### src/tlvi_defs.svh
// Register offsets, field positions, reset values and timing counts
// Assumes inclusion from the controller package and modules only
`ifndef TLVI_DEFS_SVH
`define TLVI_DEFS_SVH
`define TLVI_MASK_ADDR 8'hA8
`define TLVI_MASK_RESET 8'h00
`define TLVI_GATE_BIT 7
`define TLVI_NSRC 18
`define TLVI_VEC_BASE 16'h0003
`define TLVI_VEC_STEP 16'h0008
`define TLVI_RESET_VEC 16'h0000
`define TLVI_DETECT_CYC 1
`define TLVI_CALL_CYC 4
`endif

### src/tlvi_pkg.sv
// Types shared by the vectored interrupt controller
// Assumes tlvi_defs.svh is on the include path
`include "tlvi_defs.svh"
package tlvi_pkg;
  typedef enum logic [3:0] {
    ST_IDLE = 4'b0001,
    ST_CALL = 4'b0010,
    ST_WAIT = 4'b0100,
    ST_HOLD = 4'b1000
  } tlvi_state_t;

  // Special-function register access from the core
  typedef struct packed {
    logic wr;
    logic [7:0] addr;
    logic [7:0] wdata;
  } tlvi_sfr_t;

  // Call request presented to the core
  typedef struct packed {
    logic req;
    logic [15:0] vector;
  } tlvi_call_t;
endpackage

### src/tlvi_arbiter.sv
// Priority decoder: picks the winning enabled source
// Assumes requests are already gated by enables
`timescale 1ns/1ps
`default_nettype none
`include "tlvi_defs.svh"
module tlvi_arbiter #(
  parameter int NSRC = `TLVI_NSRC
) (
  input wire logic mclk_i,
  input wire logic rst_n_i,
  input wire logic [NSRC-1:0] active_i,
  input wire logic [NSRC-1:0] level_i,
  output logic valid_o,
  output logic high_o,
  output logic [4:0] index_o
);
  import tlvi_pkg::*;

  typedef struct packed {
    logic valid;
    logic high;
    logic [4:0] index;
  } tlvi_arb_t;

  tlvi_arb_t st, next_st;

  // Lowest set bit of a request vector
  function automatic logic [4:0] first_set(input logic [NSRC-1:0] v);
    logic [4:0] r;
    r = 5'h00;
    for (int i = NSRC - 1; i >= 0; i--) begin
      if (v[i]) begin
        r = 5'(i);
      end
    end
    return r;
  endfunction

  // High level first, then lowest order number; decoded every cycle
  always_comb begin
    logic [NSRC-1:0] hi;
    hi = active_i & level_i;
    next_st.valid = |active_i;
    next_st.high = |hi;
    next_st.index = (|hi) ? first_set(hi) : first_set(active_i);
  end

  // Registered result costs the one detection cycle
  always_ff @(posedge mclk_i or negedge rst_n_i) begin
    if (!rst_n_i) begin
      st <= '0;
    end else begin
      st <= next_st;
    end
  end

  assign valid_o = st.valid;
  assign high_o = st.high;
  assign index_o = st.index;
endmodule
`default_nettype wire

### src/tlvi_ctrl.sv
// Two-level vectored interrupt controller, top level
// Assumes the core runs the call and signals ack, return and instruction end
// How it works
// - Each source has its own level bit; low after reset.
// - High may preempt low service; nothing preempts high service.
// - Higher level wins, then lowest order number 0 to 17.
// - Pending requests are sampled and decoded every clock.
// - Fastest answer: one detect cycle then four call cycles.
// - After a return, one more instruction runs before the call.
// - Worst case 18 clocks: detect, return, divide, call.
// - Equal or higher service in progress defers a new request.
// - Reset vector 0x0000; order n vectors to 0x0003 plus 8n.
// - Vectoring clears pin 0, pin 1, timer 0, timer 1, CAN flags.
// - Any of a source's several flags raises its one request.
// - Global gate bit 7 blocks all; set, each mask applies.
// - Mask bits 6..0: sync serial, timer2, serial, t1, pin1, t0, pin0.
// - Mask register at 0xA8, bit addressable, read-write, resets 0.
// - Priority bit per source from base or extended priority registers.
// - Flags set on their condition even while disabled.
// - A flag still set after return re-requests after one instruction.
// - Software-set flags request like hardware-set ones, but one set in the ack cycle of a hardware-cleared source is lost.
`timescale 1ns/1ps
`default_nettype none
`include "tlvi_defs.svh"
module tlvi_ctrl #(
  parameter int NSRC = `TLVI_NSRC
) (
  input wire logic mclk_i,
  input wire logic rst_n_i,
  input wire tlvi_pkg::tlvi_sfr_t sfr_i,
  input wire logic sfr_bit_wr_i,
  input wire logic [2:0] sfr_bit_sel_i,
  input wire logic [NSRC-1:0] flag_set_i,
  input wire logic [NSRC-1:0] flag_sw_set_i,
  input wire logic [NSRC-1:0] flag_sw_clr_i,
  input wire logic [NSRC-1:0] ext_mask_i,
  input wire logic [NSRC-1:0] level_i,
  input wire logic call_ack_i,
  input wire logic return_from_handler_i,
  input wire logic instr_done_i,
  output tlvi_pkg::tlvi_call_t call_o,
  output logic [7:0] core_source_enable_mask_o,
  output logic [NSRC-1:0] pending_o,
  output logic [1:0] in_service_o
);
  import tlvi_pkg::*;

  // Sources whose flag hardware clears on vectoring: pins, timers 0/1, CAN
  localparam logic [NSRC-1:0] HW_CLR = NSRC'(18'h1000F);

  typedef struct packed {
    tlvi_state_t fsm;
    logic [7:0] mask;
    logic [NSRC-1:0] pend;
    logic [1:0] insvc;     // [1] high level, [0] low level in service
    logic [2:0] cnt;
    logic req;
    logic [15:0] vec;
    logic [4:0] idx;
  } tlvi_st_t;

  tlvi_st_t st, next_st;
  logic [NSRC-1:0] enabled, active;
  logic arb_valid, arb_high;
  logic [4:0] arb_index;

  // Vector address of source order n
  function automatic logic [15:0] vec_of(input logic [4:0] n);
    return `TLVI_VEC_BASE + 16'(n) * `TLVI_VEC_STEP;
  endfunction

  // Per-source enable: core mask holds first seven, rest from extended regs
  always_comb begin
    enabled = ext_mask_i;
    enabled[6:0] = st.mask[6:0];
    if (!st.mask[`TLVI_GATE_BIT]) begin
      enabled = '0;
    end
    active = st.pend & enabled;
  end

  tlvi_arbiter #(.NSRC(NSRC)) u_arb (
    .mclk_i(mclk_i),
    .rst_n_i(rst_n_i),
    .active_i(active),
    .level_i(level_i),
    .valid_o(arb_valid),
    .high_o(arb_high),
    .index_o(arb_index)
  );

  // Next state of registers, flags and call sequencer
  always_comb begin
    logic can_take;
    can_take = 1'b0;
    next_st = st;
    // Flags set regardless of enable; set wins over clear
    next_st.pend = (st.pend & ~flag_sw_clr_i) | flag_set_i
      | flag_sw_set_i;
    // Byte and bit writes to the mask register
    if (sfr_i.wr && sfr_i.addr == `TLVI_MASK_ADDR) begin
      next_st.mask = sfr_i.wdata;
    end else if (sfr_bit_wr_i && sfr_i.addr == `TLVI_MASK_ADDR) begin
      next_st.mask[sfr_bit_sel_i] = sfr_i.wdata[0];
    end
    // Only high may preempt low; high blocks everything
    can_take = arb_valid && !st.insvc[1]
      && (!st.insvc[0] || arb_high);
    next_st.req = 1'b0;
    unique case (st.fsm)
      ST_IDLE: begin
        if (can_take && active[arb_index]) begin
          next_st.req = 1'b1;
          next_st.vec = vec_of(arb_index);
          next_st.idx = arb_index;
          next_st.fsm = ST_CALL;
        end
      end
      ST_CALL: begin
        next_st.req = 1'b1;
        if (call_ack_i) begin
          next_st.req = 1'b0;
          next_st.cnt = 3'(`TLVI_CALL_CYC - 1);
          if (arb_high && level_i[st.idx]) begin
            next_st.insvc[1] = 1'b1;
          end else begin
            next_st.insvc[0] = 1'b1;
          end
          if (HW_CLR[st.idx] && !flag_set_i[st.idx]) begin
            next_st.pend[st.idx] = 1'b0;
          end
          next_st.fsm = ST_WAIT;
        end
      end
      ST_WAIT: begin
        // Call sequence runs in the core; hold off new decisions
        if (st.cnt == 3'h0) begin
          next_st.fsm = ST_IDLE;
        end else begin
          next_st.cnt = st.cnt - 3'h1;
        end
      end
      ST_HOLD: begin
        // One instruction must finish after a return
        if (instr_done_i) begin
          next_st.fsm = ST_IDLE;
        end
      end
    endcase
    // Return ends the innermost service level
    if (return_from_handler_i) begin
      if (st.insvc[1]) begin
        next_st.insvc[1] = 1'b0;
      end else begin
        next_st.insvc[0] = 1'b0;
      end
      if (st.fsm == ST_IDLE) begin
        next_st.req = 1'b0;
        next_st.fsm = ST_HOLD;
      end
    end
  end

  // State register
  always_ff @(posedge mclk_i or negedge rst_n_i) begin
    if (!rst_n_i) begin
      st <= '{fsm: ST_IDLE, mask: `TLVI_MASK_RESET, default: '0};
    end else begin
      st <= next_st;
    end
  end

  assign call_o.req = st.req;
  assign call_o.vector = st.vec;
  assign core_source_enable_mask_o = st.mask;
  assign pending_o = st.pend;
  assign in_service_o = st.insvc;

  // No request while the global gate is off
  gate_blocks_a: assert property (@(posedge mclk_i) disable iff (!rst_n_i)
    ($rose(st.req) && st.fsm == ST_CALL) |-> $past(st.mask[7], 2))
    else $error("call raised with gate off");
  // Vector matches its source order
  vector_map_a: assert property (@(posedge mclk_i) disable iff (!rst_n_i)
    st.req |-> st.vec == 16'h0003 + 16'(st.idx) * 16'h0008)
    else $error("vector does not match source");
  // High service is never preempted
  high_nopreempt_a: assert property (@(posedge mclk_i)
    disable iff (!rst_n_i) (st.insvc[1] && st.fsm == ST_IDLE
    && !return_from_handler_i) |=> !st.req)
    else $error("high handler preempted");
  // After return the sequencer waits for one instruction
  return_hold_a: assert property (@(posedge mclk_i) disable iff (!rst_n_i)
    (return_from_handler_i && st.fsm == ST_IDLE) |=> st.fsm == ST_HOLD
    ##0 !st.req)
    else $error("no hold after return");
  // Set wins over a software clear
  flag_set_a: assert property (@(posedge mclk_i) disable iff (!rst_n_i)
    (flag_set_i != '0) |=> ((st.pend & $past(flag_set_i))
    == $past(flag_set_i)))
    else $error("flag event lost");
  // Mask register write lands
  mask_write_a: assert property (@(posedge mclk_i) disable iff (!rst_n_i)
    (sfr_i.wr && sfr_i.addr == 8'hA8) |=> st.mask == $past(sfr_i.wdata))
    else $error("mask write lost");
  // Call phase holds four cycles after ack
  call_window_a: assert property (@(posedge mclk_i) disable iff (!rst_n_i)
    (st.fsm == ST_CALL && call_ack_i) |=> (st.fsm == ST_WAIT)[*4]
    ##1 st.fsm != ST_WAIT)
    else $error("call window length wrong");
  // Pin 0 hardware-cleared flag drops on ack
  hw_clear_a: assert property (@(posedge mclk_i) disable iff (!rst_n_i)
    (st.fsm == ST_CALL && call_ack_i && st.idx == 5'h00
    && !flag_set_i[0]) |=> !st.pend[0])
    else $error("pin 0 flag not cleared");
endmodule
`default_nettype wire

### config.mk
export PLATFORM = sky130hd
export DESIGN_NAME = tlvi_ctrl
export DESIGN_NICKNAME = d
export VERILOG_FILES = /design/src/tlvi_pkg.sv /design/src/tlvi_arbiter.sv /design/src/tlvi_ctrl.sv
export VERILOG_INCLUDE_DIRS = /design/src /design/src/src
export SDC_FILE = /design/constraint.sdc
export NUM_CORES = 1
export LEC_CHECK = 0
export BUFFER_PORTS_ARGS = -buffer_cell sky130_fd_sc_hd__buf_2
export CELL_PAD_IN_SITES_DETAIL_PLACEMENT = 1
export CELL_PAD_IN_SITES_GLOBAL_PLACEMENT = 1
export CORE_MARGIN = 4
export CORE_UTILIZATION = 34
export CTS_CLUSTER_DIAMETER = 60
export CTS_CLUSTER_SIZE = 30
export DETAILED_ROUTE_END_ITERATION = 10
export PLACE_DENSITY = 0.82
export SYNTH_ARGS = -nofsm -noshare
export SYNTH_HDL_FRONTEND = slang
export SYNTH_SLANG_ARGS = --single-unit
### constraint.sdc
create_clock -name mclk_i -period 2.5 [get_ports mclk_i]
set_input_delay 0.25 -clock mclk_i [delete_from_list [all_inputs] [get_ports mclk_i]]
set_output_delay 0.25 -clock mclk_i [all_outputs]
set_load 0.1 [all_outputs]
==> results.txt, run 1 <==
The run finished with clean final reports. Counting along the longest clock path gives a buffer depth of 2. The worst register-to-register path begins at u_arb.index_o[0]. The max capacitance violation total is 0. The routability-driven placement congestion ratio is 0.865. The detailed placer's ending HPWL came out at 9660 µm. The placeable core region is 0.0103 mm². The count of nets left with antenna violations once routing finished came out at 0. The post-layout minimum cycle time is 2.30 ns. Setup repair after global routing left no endpoint under its margin. The count of placed standard cells in the final layout, fillers left out is 681. The total of hold buffers inserted after clock tree synthesis came out at 0. The clock buffer count from CTS is 5. The number of nets in the layout is 662.

For this block, the routed nets add up to 11800 µm of wire. The worst setup path is launched from a flip-flop. The clock share of power is 0.283. The first global-routing pass estimated 19300 µm of wire. The fmax is 0.434 GHz.

The final-report max-slew violation count is 0. The number of enable flip-flop cells after synthesis is 0. The share of synthesized flip-flops with an asynchronous set or reset is 1.00. The min-delay analysis places its worst path in the category in2async.

The number of DRC markers in iteration 0 came out at 197. The routed length per instance came out at 17.4 µm. The aggregate global routing overflow is 0. The area growth from synthesis to final layout is 19.8%. The number of logic stages on the critical path including buffering is 5. The switching power is 0.815 mW. The critical path starts at u_arb.index_o[0].

The number of placed cells counting well taps came out at 673. The area enclosed by the die boundary is 0.0123 mm². The post-cts repair resize count is 0. The post-CTS setup repair buffer count came out at 0.

The share of power burned in registers came out at 0.428. The largest net degree at the start of global routing came out at 50. For this run, design rule violations remaining after detail routing come to 0.

Clock tree synthesis selected as its root buffer the cell sky130_fd_sc_hd__clkbuf_8. The maximum cell stage delay along the critical path is 0.62 ns. The combinational fraction of design power is 0.289. The average vias per placed instance came out at 5.29. The initial antenna violation count is 0.

During I/O placement, the number of pins put on the boundary was 161. The count of yosys warnings during synthesis came out at 0. The share of the Yosys chip area taken by registers is 0.342. The number of unique standard cell types used by synthesis is 61. The total count of hold-check failures in the final report was 0. The clock net sink count is 49.

The post-synthesis cell area is 0.00359 mm². For this configuration, the core starts out at a cell density of 0.348. The number of antenna repair diodes is 0. Dividing the final minimum period by the clock period gives 0.921. Between clock sinks in the finished design, the worst skew comes to 0.00918 ns.

The required arrival time at the worst endpoint is 2.70 ns. Counting both buffers and inverters, the worst setup path holds a total of 0. In the final layout, the share of cells above drive strength 1 is 0.338. The finished layout cell area is 0.00431 mm².

The count of input and output buffers came out at 144. The most used flip-flop cell after synthesis is sky130_fd_sc_hd__dfrtp_1. The post-placement setup slack came out at 0.253 ns. The transition time of the tightest slew-check pin is 0.643 ns. In this run the static leakage power is 2.20 nW. The normalized max-slew margin is 0.560. Averaged over all synthesized cells, the footprint is 8.26 µm². In this design, the largest share of critical-path delay is due to compound AO/OA/AOI/OAI gates. The peak fanout along the critical path is 11. The y dimension of the die is 111 µm. The worst setup path is captured at a flip-flop. The cell row count is 37. The total iterations of the first detailed-routing run came out at 4. The share of total power consumed by net switching came out at 0.371. The worst-case setup margin in the final layout is 0.198 ns.

The H-tree was split into 2 levels. The overall global routing resource usage is 0.188. The total negative slack came out at 0 ns. The peak ir drop on the vdd network came out at 0.258 mV. The internal power contribution is 1.38 mW. The instance area at placement is 0.00419 mm².

The power density over the cells came out at 510 mW/mm². The number of instances in the synthesized netlist came out at 435. The overall via count from detail_route is 3600.

The critical path arrival is 2.51 ns. The count of endpoints failing setup in the final report came out at 0. The later pin in the worst-skew pair is clocked with a latency of 0.31 ns. The worst reg-to-reg path cell count came out at 5. TritonCTS built the clock tree.

The slowest stage of the critical path is the sky130_fd_sc_hd__dfrtp_1 cell. The number of register bits inferred by synthesis is 49. The signal on the critical path passes through o21ai_0 > a2111oi_0 > a211oi_2 > nand4_4 > mux2_4.

The worst setup path category is reg2reg. The number of global-route vias before repair came out at 3875. In this run the horizontal extent of the chip is 111 µm. The clock-pin slew reported for the worst setup and hold paths after clock tree synthesis is 0.10 ns.
## cells in the mapped netlist, types with 3 or more instances
| library cell | n | area share |
|---|---|---|
| sky130_fd_sc_hd__o211ai_1 | 5 | 0.010 |
| sky130_fd_sc_hd__o22ai_1 | 4 | 0.0070 |
| sky130_fd_sc_hd__nand3b_1 | 3 | 0.0063 |
| sky130_fd_sc_hd__dfrtp_1 | 48 | 0.33 |
| sky130_fd_sc_hd__a21boi_0 | 5 | 0.010 |
| sky130_fd_sc_hd__a31oi_1 | 5 | 0.0087 |
| sky130_fd_sc_hd__buf_2 | 5 | 0.0070 |
| sky130_fd_sc_hd__nand2_1 | 52 | 0.054 |
| sky130_fd_sc_hd__buf_4 | 46 | 0.096 |
| sky130_fd_sc_hd__a21oi_1 | 26 | 0.036 |
| sky130_fd_sc_hd__mux2_4 | 4 | 0.017 |
| sky130_fd_sc_hd__o21ai_0 | 30 | 0.042 |
| sky130_fd_sc_hd__nor2_1 | 32 | 0.033 |
| sky130_fd_sc_hd__or2_2 | 3 | 0.0052 |
| sky130_fd_sc_hd__o31ai_1 | 6 | 0.013 |
| sky130_fd_sc_hd__inv_1 | 31 | 0.032 |
| sky130_fd_sc_hd__nand3_1 | 15 | 0.021 |
| sky130_fd_sc_hd__nor3_1 | 7 | 0.0097 |
| sky130_fd_sc_hd__nand2b_1 | 4 | 0.0070 |
| sky130_fd_sc_hd__clkbuf_1 | 7 | 0.0073 |
| sky130_fd_sc_hd__nor2b_1 | 6 | 0.010 |
| sky130_fd_sc_hd__o21bai_1 | 4 | 0.0084 |
| sky130_fd_sc_hd__mux2i_1 | 7 | 0.019 |
| sky130_fd_sc_hd__o32ai_1 | 3 | 0.0073 |
| sky130_fd_sc_hd__nand4_1 | 24 | 0.042 |
| sky130_fd_sc_hd__mux4_2 | 5 | 0.031 |
## final cells by class
class | instances | area (µm²)
inverters | 31 | 116
well taps | 136 | 170
flip-flops and latches | 49 | 1230
clock buffers | 6 | 82.6
multi-input cells | 304 | 1870
repair buffers | 153 | 801
fillers | 1313 | 6020
clock inverters | 2 | 37.5
## power by group through the flow
stage	Sequential, mW	Combinational, mW	Clock [mW]
3_5_place_dp	0.956	0.636	0
4_1_cts	0.941	0.638	0.639
5_1_grt	0.954	0.694	0.670
2_1_floorplan	0.896	0.523	0
3_3_place_gp	0.951	0.611	0
6_report	0.942	0.635	0.621
## through the flow
| stage | power, mW | util | hold slack [ns] |
|---|---|---|---|
| after CTS | 2.22 | 0.417 | 0.0759 |
| after floorplan | 1.42 | - | -0.0456 |
| after global routing | 2.32 | 0.417 | 0.103 |
| final | 2.20 | 0.417 | 0.0548 |
| after global placement | 1.56 | 0.406 | 0.411 |
| after detailed placement | 1.59 | 0.406 | 0.427 |
## cell families (layout without fill, tap and decap cells)
| kind of cell | count (synthesis) | count (layout) | share of synthesized area |
|---|---|---|---|
| buf+inv | 90 | 192 | 0.146 |
| other cells | 1 | 9 | 0.00104 |
| compound gates | 107 | 107 | 0.189 |
| flops | 49 | 49 | 0.342 |
| fa+ha+maj | 2 | 2 | 0.00696 |
| simple gates | 165 | 165 | 0.233 |
| mux | 19 | 19 | 0.0770 |
| xor+xnor | 2 | 2 | 0.00488 |
## layer usage
layer  share of wire  GRT usage
met4          0.0063     0.0263
met3           0.061     0.0382
met5               0          0
met2            0.48      0.326
met1            0.45      0.249
## state kept, by name (all words and copies together), names as in the netlist
register                   count
call_o                         2
u_arb.valid_o                  1
pending_o                     18
u_arb.high_o                   1
st                            12
u_arb.index_o                  5
in_service_o                   2
core_source_enable_mask_o      8
## cell usage in the layout (no fill, tap or decap), drive strengths merged, types with 2 or more instances in the layout
cell type    n
a21boi       5
a21o         2
a21oi       26
a22oi        2
a31oi        5
a32o         2
and2         2
and4         2
buf        153
clkbuf       6
conb         9
dfrtp       48
ha           2
inv         31
mux2         7
mux2i        7
mux4         5
nand2       54
nand2b       4
nand3       15
nand3b       3
nand4       25
nor2        32
nor2b        6
nor3         7
nor3b        2
nor4         2
nor4b        2
o211ai       5
o21a         2
o21ai       31
o21bai       4
o22ai        4
o31ai        6
o32ai        3
or2          3
xor2         2
## worst paths after layout
kind,endpoint,slack [ns]
min reg2reg,call_o[1],0.50
min,pending_o[0],0.05
max,st[1],0.20
max reg2reg,st[1],0.20
max in group asynchronous,pending_o[14],2.00
min in group mclk_i,pending_o[11],0.10
Power figures use the tool's default switching activity.
==> run 2, diff against run 1 <==
GPL_TIMING_DRIVEN = 0   (was default)
==> results.txt, run 2 (synthesis results as in run 1) <==
The required arrival time at the worst endpoint is 2.68 ns (-0.02 ns). The wire length reported by the detailed router came to 12600 µm (+6.4%). The clock latency reported for the late side of the worst-skew pair came to 0.31 ns (about the same).

The number of nets in the layout is 711 (+7.4%). The critical path startpoint category is a flip-flop. The placeable core region came to 0.0103 mm² (unchanged). Leaving out fill and tap cells, the most frequent cell in the layout is sky130_fd_sc_hd__buf_2. The internal power contribution is 1.30 mW (-6.1%). The clock net sink count is 49 (unchanged). The clock-pin slew reported for the worst setup and hold paths after clock tree synthesis came out at 0.11 ns (about the same). The worst reg-to-reg path cell count came out at 7 (+2). The area enclosed by the die boundary is 0.0123 mm² (unchanged). The total design power is 2.14 mW (-2.7%). The share of total power consumed by net switching is 0.393 (+0.0223).

The overall via count from detail_route is 3770 (+4.7%). The number of nets still failing antenna checks after routing came out at 0 (unchanged). The worst setup path is of the reg2reg kind.

The top cell family by delay on the critical path is buffers and inverters. The combinational fraction of design power came out at 0.338 (+0.049). The run finished with clean final reports.

The fmax came out at 0.439 GHz (+1.0%). The total iterations of the first detailed-routing run came to 4 (unchanged). The buffers plus inverters on the worst setup path came to 3 (+3).

The H-tree depth is 2 (unchanged). CTS placed an instance of sky130_fd_sc_hd__clkbuf_8 at the clock tree root. The flip-flop count of the largest register, all copies and words added came to 18 (unchanged). The post-CTS setup repair buffer count is 0 (unchanged). The routability-driven placement congestion ratio is 0.902 (+4.2%). The average vias per placed instance is 5.16 (-2.3%). The max capacitance violation total came out at 0 (unchanged). The number of DRC markers in iteration 0 came out at 139 (-29%). The largest net degree at the start of global routing is 50 (unchanged). The detailed placer's ending HPWL was 10400 µm (+7.7%).

The post-placement setup slack is 0.161 ns (-0.0925 ns). The worst-case setup margin in the final layout came out at 0.222 ns (+0.0233 ns). The total negative slack is 0 ns (unchanged). The critical path arrival is 2.46 ns (-0.05 ns). The maximum cell stage delay along the critical path is 0.44 ns (-0.18 ns). The instance area at placement came to 0.00451 mm² (+7.7%).

The finished layout cell area is 0.00461 mm² (+7.0%). The path class of the tightest hold or removal check is in2reg. The global-route wire length before repair came out at 20700 µm (+7.3%).

The post-layout minimum cycle time was 2.28 ns (-0.0233 ns). The share of final-layout standard cells stronger than drive strength 1 came out at 0.382 (+0.0445). The library cells used most frequently in the layout, excluding fill and tap cells, are sky130_fd_sc_hd__buf_2 (148), sky130_fd_sc_hd__nand2_1 (52), sky130_fd_sc_hd__dfrtp_1 (48).

The die width came out at 111 µm (unchanged). The transition time of the tightest slew-check pin is 1.15 ns (+0.504 ns). Setup repair after global routing left no endpoint under its margin. The total count of hold-check failures in the final report is 0 (unchanged). The final critical-path share of the clock period came to 0.911 (-0.00931). The clock buffer count from CTS was 5 (unchanged). The aggregate global routing overflow was 0 (unchanged). In this run the critical register-to-register path is captured at u_arb.index_o[0]. The cell row count is 37 (unchanged).

The y dimension of the die is 111 µm (unchanged). In this run the most critical hold path is launched from flag_sw_clr_i[5]. The routed length per instance is 17.2 µm (-0.78%). The peak ir drop on the vdd network is 0.228 mV (-12%).

The peak fanout along the critical path is 10 (-1). The TritonCTS clock tree is yes. The final worst clock skew is 0.0116 ns (+0.00241 ns). The leakage power came out at 2.40 nW (+9.4%).

The deepest clock path buffer count is 2 (unchanged). The count of endpoints failing setup in the final report came out at 0 (unchanged). Compared with the post-synthesis result, the final layout area differs by 28.3%. The launch instance of the worst register-to-register path is core_source_enable_mask_o[7]. The number of top-level pins is 161 (unchanged). The number of global-route vias before repair is 4122 (+6.4%). The effective utilization at floorplan came out at 0.348 (unchanged). The overall global routing resource usage came out at 0.203 (+0.0146). The depth of the worst hold-timing path came out at 2. The cell that appears most often on the critical path is sky130_fd_sc_hd__a21oi_1.

The worst hold path terminates at pending_o[5]. The power density over the cells came out at 464 mW/mm² (-9.1%). The final-report max-slew violation count came out at 0 (unchanged). The register-to-register setup slack came to 0.22 ns (+0.02 ns). The number of antenna repair diodes is 0 (unchanged). Traced cell by cell, the critical path runs through buf_4 > buf_2 > clkbuf_1 > a21oi_1 > a21oi_1 > a21oi_1 > o32ai_1. The initial antenna violation count is 0 (unchanged). The normalized max-slew margin came to 0.235 (-0.325).

The share of power burned in registers came to 0.419 (-0.009). The clock share of power is 0.243 (-0.040). The count of input and output buffers came out at 143 (-0.69%). The worst setup path is captured at a flip-flop. The post-route DRC violation count is 0 (unchanged). The switching power came out at 0.840 mW (+3.1%). The slowest stage of the critical path belongs to the cell sky130_fd_sc_hd__dfrtp_1.
[run 2: changes by cell type in the layout (fill, tap and decap cells not counted)]
cell and change:
sky130_fd_sc_hd__buf_6 +1, sky130_fd_sc_hd__clkinvlp_4 +1, sky130_fd_sc_hd__buf_2 +4, sky130_fd_sc_hd__bufinv_16 -1, sky130_fd_sc_hd__nor3_2 +1, sky130_fd_sc_hd__buf_4 +38, sky130_fd_sc_hd__buf_12 -1, sky130_fd_sc_hd__clkbuf_8 -1
sky130_fd_sc_hd__nor3_1 -1, sky130_fd_sc_hd__clkbuf_1 +7, sky130_fd_sc_hd__inv_8 +1
[run 2: final cells by class]
type	count	area, µm²
inverter	31	116
multi-input combinational	304	1880
sequential	49	1230
clock inverter	3	26.3
tap	136	170
fill	1325	5710
clock buffer	5	68.8
timing repair buffer	143	716
buffer	59	408
[run 2: routing by layer]
metal,track usage,vias to the layer above,share of wire
met5,0,-,0
met4,0.0263,0,0.0029
met3,0.0502,4,0.070
met2,0.359,124,0.50
met1,0.257,1827,0.43
li1,-,1815,-
[run 2: power groups by stage]
stage	Clock (mW)	Combinational, mW	Sequential [mW]
after floorplan	0	0.523	0.896
after global placement	0	0.699	0.909
after detailed placement	0	0.724	0.911
after CTS	0.545	0.727	0.896
after global routing	0.578	0.792	0.903
final	0.521	0.722	0.896
[run 2: metrics by stage]
step / instances / hold slack, ns / util
6_report: 730 / 0.0947 / 0.446
3_5_place_dp: 722 / 0.435 / 0.437
2_1_floorplan: 443 / -0.0456 / -
5_1_grt: 730 / 0.0872 / 0.446
4_1_cts: 730 / 0.0864 / 0.446
3_3_place_gp: 722 / 0.430 / 0.437
[run 2: worst register-to-register path: stages, from the launching register on]
cell and delay [ns]:
sky130_fd_sc_hd__dfrtp_1 0.44, sky130_fd_sc_hd__buf_4 0.22, sky130_fd_sc_hd__buf_2 0.27, sky130_fd_sc_hd__clkbuf_1 0.39, sky130_fd_sc_hd__a21oi_1 0.12, sky130_fd_sc_hd__a21oi_1 0.24
sky130_fd_sc_hd__a21oi_1 0.07, sky130_fd_sc_hd__o32ai_1 0.40
[run 2: worst max path at each step]
stage / from / end / slack [ns] / depth (start not counted)
detailed placement: core_source_enable_mask_o[7] / u_arb.index_o[0] / 0.16 / 6
global placement: core_source_enable_mask_o[7] / u_arb.index_o[1] / 0.16 / 6
global route: core_source_enable_mask_o[7] / u_arb.index_o[0] / 0.08 / 7
finish: core_source_enable_mask_o[7] / u_arb.index_o[0] / 0.22 / 7
floorplan: u_arb.index_o[0] / st[0] / 0.63 / 6
CTS: core_source_enable_mask_o[7] / u_arb.index_o[0] / 0.11 / 6
[run 2: what timing repair did]
item | CTS | global route
hold buffers | 0 | 0
setup endpoints to repair | 0 | 1
resized for setup | 0 | 1
==> run 3, diff against run 2 <==
ABC_AREA = 1   (was default)
CORE_UTILIZATION = 33   (was 34)
SKIP_CTS_REPAIR_TIMING = 1   (was default)
==> results.txt, run 3 <==
The flow ran to the end, and the final reports show no timing, DRC or antenna violations. The final worst clock skew came out at 0.00435 ns (-0.00724 ns). The deepest clock path buffer count came out at 2 (unchanged). The count of placed standard cells in the final layout, fillers left out was 839 (+15%).

The area enclosed by the die boundary was 0.0132 mm² (+7.6%). The instance area at placement came out at 0.00470 mm² (+4.2%). The cell with the most instances after synthesis is sky130_fd_sc_hd__nand2_1. The y dimension of the die came out at 115 µm (+3.7%).

The peak ir drop on the vdd network came out at 0.295 mV (+29%). The number of global-route vias before repair came to 4355 (+5.7%). The number of nets still failing antenna checks after routing is 0 (unchanged). The global-route wire length before repair was 21200 µm (+2.7%). The worst setup path category is reg2reg.

Sorting the synthesized cells by area gives the leading types as sky130_fd_sc_hd__dfrtp_1 (32%), sky130_fd_sc_hd__nand2_1 (10%), sky130_fd_sc_hd__buf_4 (9.0%). TritonCTS built the clock tree. The effective utilization at floorplan is 0.342 (-0.00597). The post-route DRC violation count came out at 0 (unchanged). The routability-driven placement congestion ratio came out at 0.882 (-2.2%). The tree is rooted in a sky130_fd_sc_hd__clkbuf_16. The finished layout cell area was 0.00484 mm² (+5.0%). The clock buffer count from CTS came out at 5 (unchanged). The number of DRC markers in iteration 0 came out at 128 (-7.9%). In the layout the commonest cells are sky130_fd_sc_hd__buf_2 (146), sky130_fd_sc_hd__nand2_1 (103), sky130_fd_sc_hd__inv_1 (76). The post-placement setup slack came to 0.378 ns (+0.217 ns). The synthesized area per cell was 7.01 µm² (-15%). The total iterations of the first detailed-routing run is 4 (unchanged). The commonest cells after synthesis are sky130_fd_sc_hd__nand2_1 (103), sky130_fd_sc_hd__inv_1 (76), sky130_fd_sc_hd__nor2_1 (61).

The final critical-path share of the clock period came out at 0.892 (-0.0191). STA classifies the critical path endpoint as a flip-flop. The share of synthesized flip-flops with an asynchronous set or reset came out at 1.00 (unchanged).

The average vias per placed instance is 4.87 (-5.7%). The leakage power came out at 2.65 nW (+10%). sky130_fd_sc_hd__dfrtp_1 takes more of the synthesized area than any other cell. The post-layout minimum cycle time came out at 2.23 ns (-0.0478 ns). The total negative slack is 0 ns (unchanged). The transition time of the tightest slew-check pin was 1.20 ns (+0.0539 ns). The largest net degree at the start of global routing is 50 (unchanged). The max capacitance violation total is 0 (unchanged). The aggregate global routing overflow came out at 0 (unchanged). The count of endpoints failing setup in the final report is 0 (unchanged). The cell row count was 38 (+2.7%). The worst-case setup margin in the final layout was 0.269 ns (+0.0478 ns).

Setup repair after global routing left no endpoint under its margin. Leaving out fill and tap cells, the most frequent cell in the layout is sky130_fd_sc_hd__buf_2. The power density over the cells came out at 558 mW/mm² (+20%). The clock latency reported for the late side of the worst-skew pair came out at 0.29 ns (-0.02 ns).

The clock net sink count is 49 (unchanged). STA classifies the critical path startpoint as a flip-flop. The placeable core region is 0.0110 mm² (+6.8%).

The number of instances in the synthesized netlist came out at 538 (+24%). The final-report max-slew violation count came out at 0 (unchanged). The total count of hold-check failures in the final report came out at 0 (unchanged).

The share of synthesized area occupied by flip-flops and latches came to 0.325 (-0.0163). The peak fanout along the critical path is 9 (-1). The min-delay analysis places its worst path in the category in2reg. The H-tree depth came out at 2 (unchanged). The normalized max-slew margin came out at 0.199 (-0.0359). The overall via count from detail_route was 4088 (+8.4%). The overall global routing resource usage came out at 0.201 (-0.00180). The number of register bits inferred by synthesis is 49 (unchanged). The area share of the leading cell type in the synthesized netlist is 0.318 (-0.0160). The count of input and output buffers is 144 (+0.70%).

The required arrival time at the worst endpoint is 2.67 ns (about the same). The number of inserted filler cells in the final layout is 1490 (+12%). The share of final-layout standard cells stronger than drive strength 1 came out at 0.335 (-0.0469). The clock-pin slew reported for the worst setup and hold paths after clock tree synthesis is 0.07 ns (-0.04 ns). The detailed placer's ending HPWL came out at 11100 µm (+6.7%). The fmax is 0.448 GHz (+2.1%).

The flip-flop count of the largest register, all copies and words added is 18 (unchanged). The number of placed cells counting well taps was 830 (+15%). The number of enable flip-flop cells after synthesis is 0 (unchanged). The number of top-level pins came out at 161 (unchanged). The wire length reported by the detailed router is 13300 µm (+5.8%). The post-synthesis cell area is 0.00377 mm² (+5.0%). The number of nets in the layout is 815 (+15%). The count of yosys warnings during synthesis came out at 0 (unchanged).

The die width came out at 115 µm (+3.7%). The routed length per instance came to 15.9 µm (-7.9%). The area growth from synthesis to final layout is 28.3% (about the same). The most used flip-flop cell after synthesis is sky130_fd_sc_hd__dfrtp_1. The critical path arrival is 2.40 ns (-0.06 ns). The initial antenna violation count is 0 (unchanged). The number of unique standard cell types used by synthesis came out at 45 (-26%).
==> run 3: cell types whose count changed after synthesis, sizes merged, moves of 7 or more <==
cell	change
mux2	-7
mux2i	-7
nor3	+15
o21ai	+10
nand3	+31
a21oi	-15
nor2	+35
inv	+51
nand4	-19
nand2	+54
==> run 3: final cells by class <==
| type | count | area (µm²) | area share |
|---|---|---|---|
| inverter | 82 | 308 | 0.0636 |
| sequential | 49 | 1230 | 0.253 |
| clock buffer | 7 | 133 | 0.0274 |
| multi-input combinational | 362 | 1850 | 0.382 |
| clock inverter | 1 | 7.51 | 0.00155 |
| tap | 140 | 175 | 0.0362 |
| antenna | 1 | 2.50 | 0.000517 |
| buffer | 53 | 417 | 0.0860 |
| timing repair buffer | 144 | 721 | 0.149 |
==> run 3: through the flow <==
stage | hold slack [ns] | total power [mW] | utilization
detailed placement | 0.444 | 2.02 | 0.426
global route | 0.144 | 2.86 | 0.439
CTS | 0.130 | 2.72 | 0.439
floorplan | -0.0456 | 1.71 | -
finish | 0.136 | 2.70 | 0.439
global placement | 0.440 | 1.96 | 0.426
==> run 3: worst paths after layout <==
kind                                    from       endpoint  slack (ns)  cells after the start
setup / recovery                       st[0]   pending_o[1]        0.27                     10
hold / removal             flag_sw_clr_i[12]  pending_o[12]        0.14                      2
setup reg to reg                       st[0]   pending_o[1]        0.27                     10
hold reg to reg                    call_o[1]      call_o[1]        0.50                      2
max in group asynchronous            rst_n_i  pending_o[10]        1.57                      1
min in group asynchronous            rst_n_i         st[54]        0.21                      1
==> run 3: logic make-up after synthesis <==
group                    Yosys count  synth area share
AND/OR/NAND/NOR                  255             0.316
buffers and inverters            135             0.192
AO/OA/AOI/OAI                     96             0.159
flip-flops                        49             0.325
adder cells (fa/ha/maj)            2           0.00663
other                              1          0.000994
==> run 3: metal layers <==
layer	track usage	routed length (µm)	vias up	part of all wire
met4	0.0595	261	0	0.020
met2	0.360	6790	106	0.51
met1	0.246	5600	1932	0.42
met3	0.0368	674	12	0.051
li1	-	-	2038	-
met5	0	0	-	0
==> run 3: report_power, final <==
part           internal, mW  switching (mW)
sequential            0.901          0.0771
combinational         0.309           0.716
clock                 0.374           0.323
total                  1.58            1.12
==> run 3: critical path, cell delays in order, from the launching register on <==
cell,delay (ns)
sky130_fd_sc_hd__dfrtp_1,0.39
sky130_fd_sc_hd__buf_6,0.15
sky130_fd_sc_hd__inv_2,0.13
sky130_fd_sc_hd__nor2_2,0.12
sky130_fd_sc_hd__a22oi_1,0.21
sky130_fd_sc_hd__nand3_1,0.10
sky130_fd_sc_hd__a22o_1,0.22
sky130_fd_sc_hd__a21oi_1,0.13
sky130_fd_sc_hd__nand3_1,0.27
sky130_fd_sc_hd__nor4_1,0.32
sky130_fd_sc_hd__nor2_1,0.07
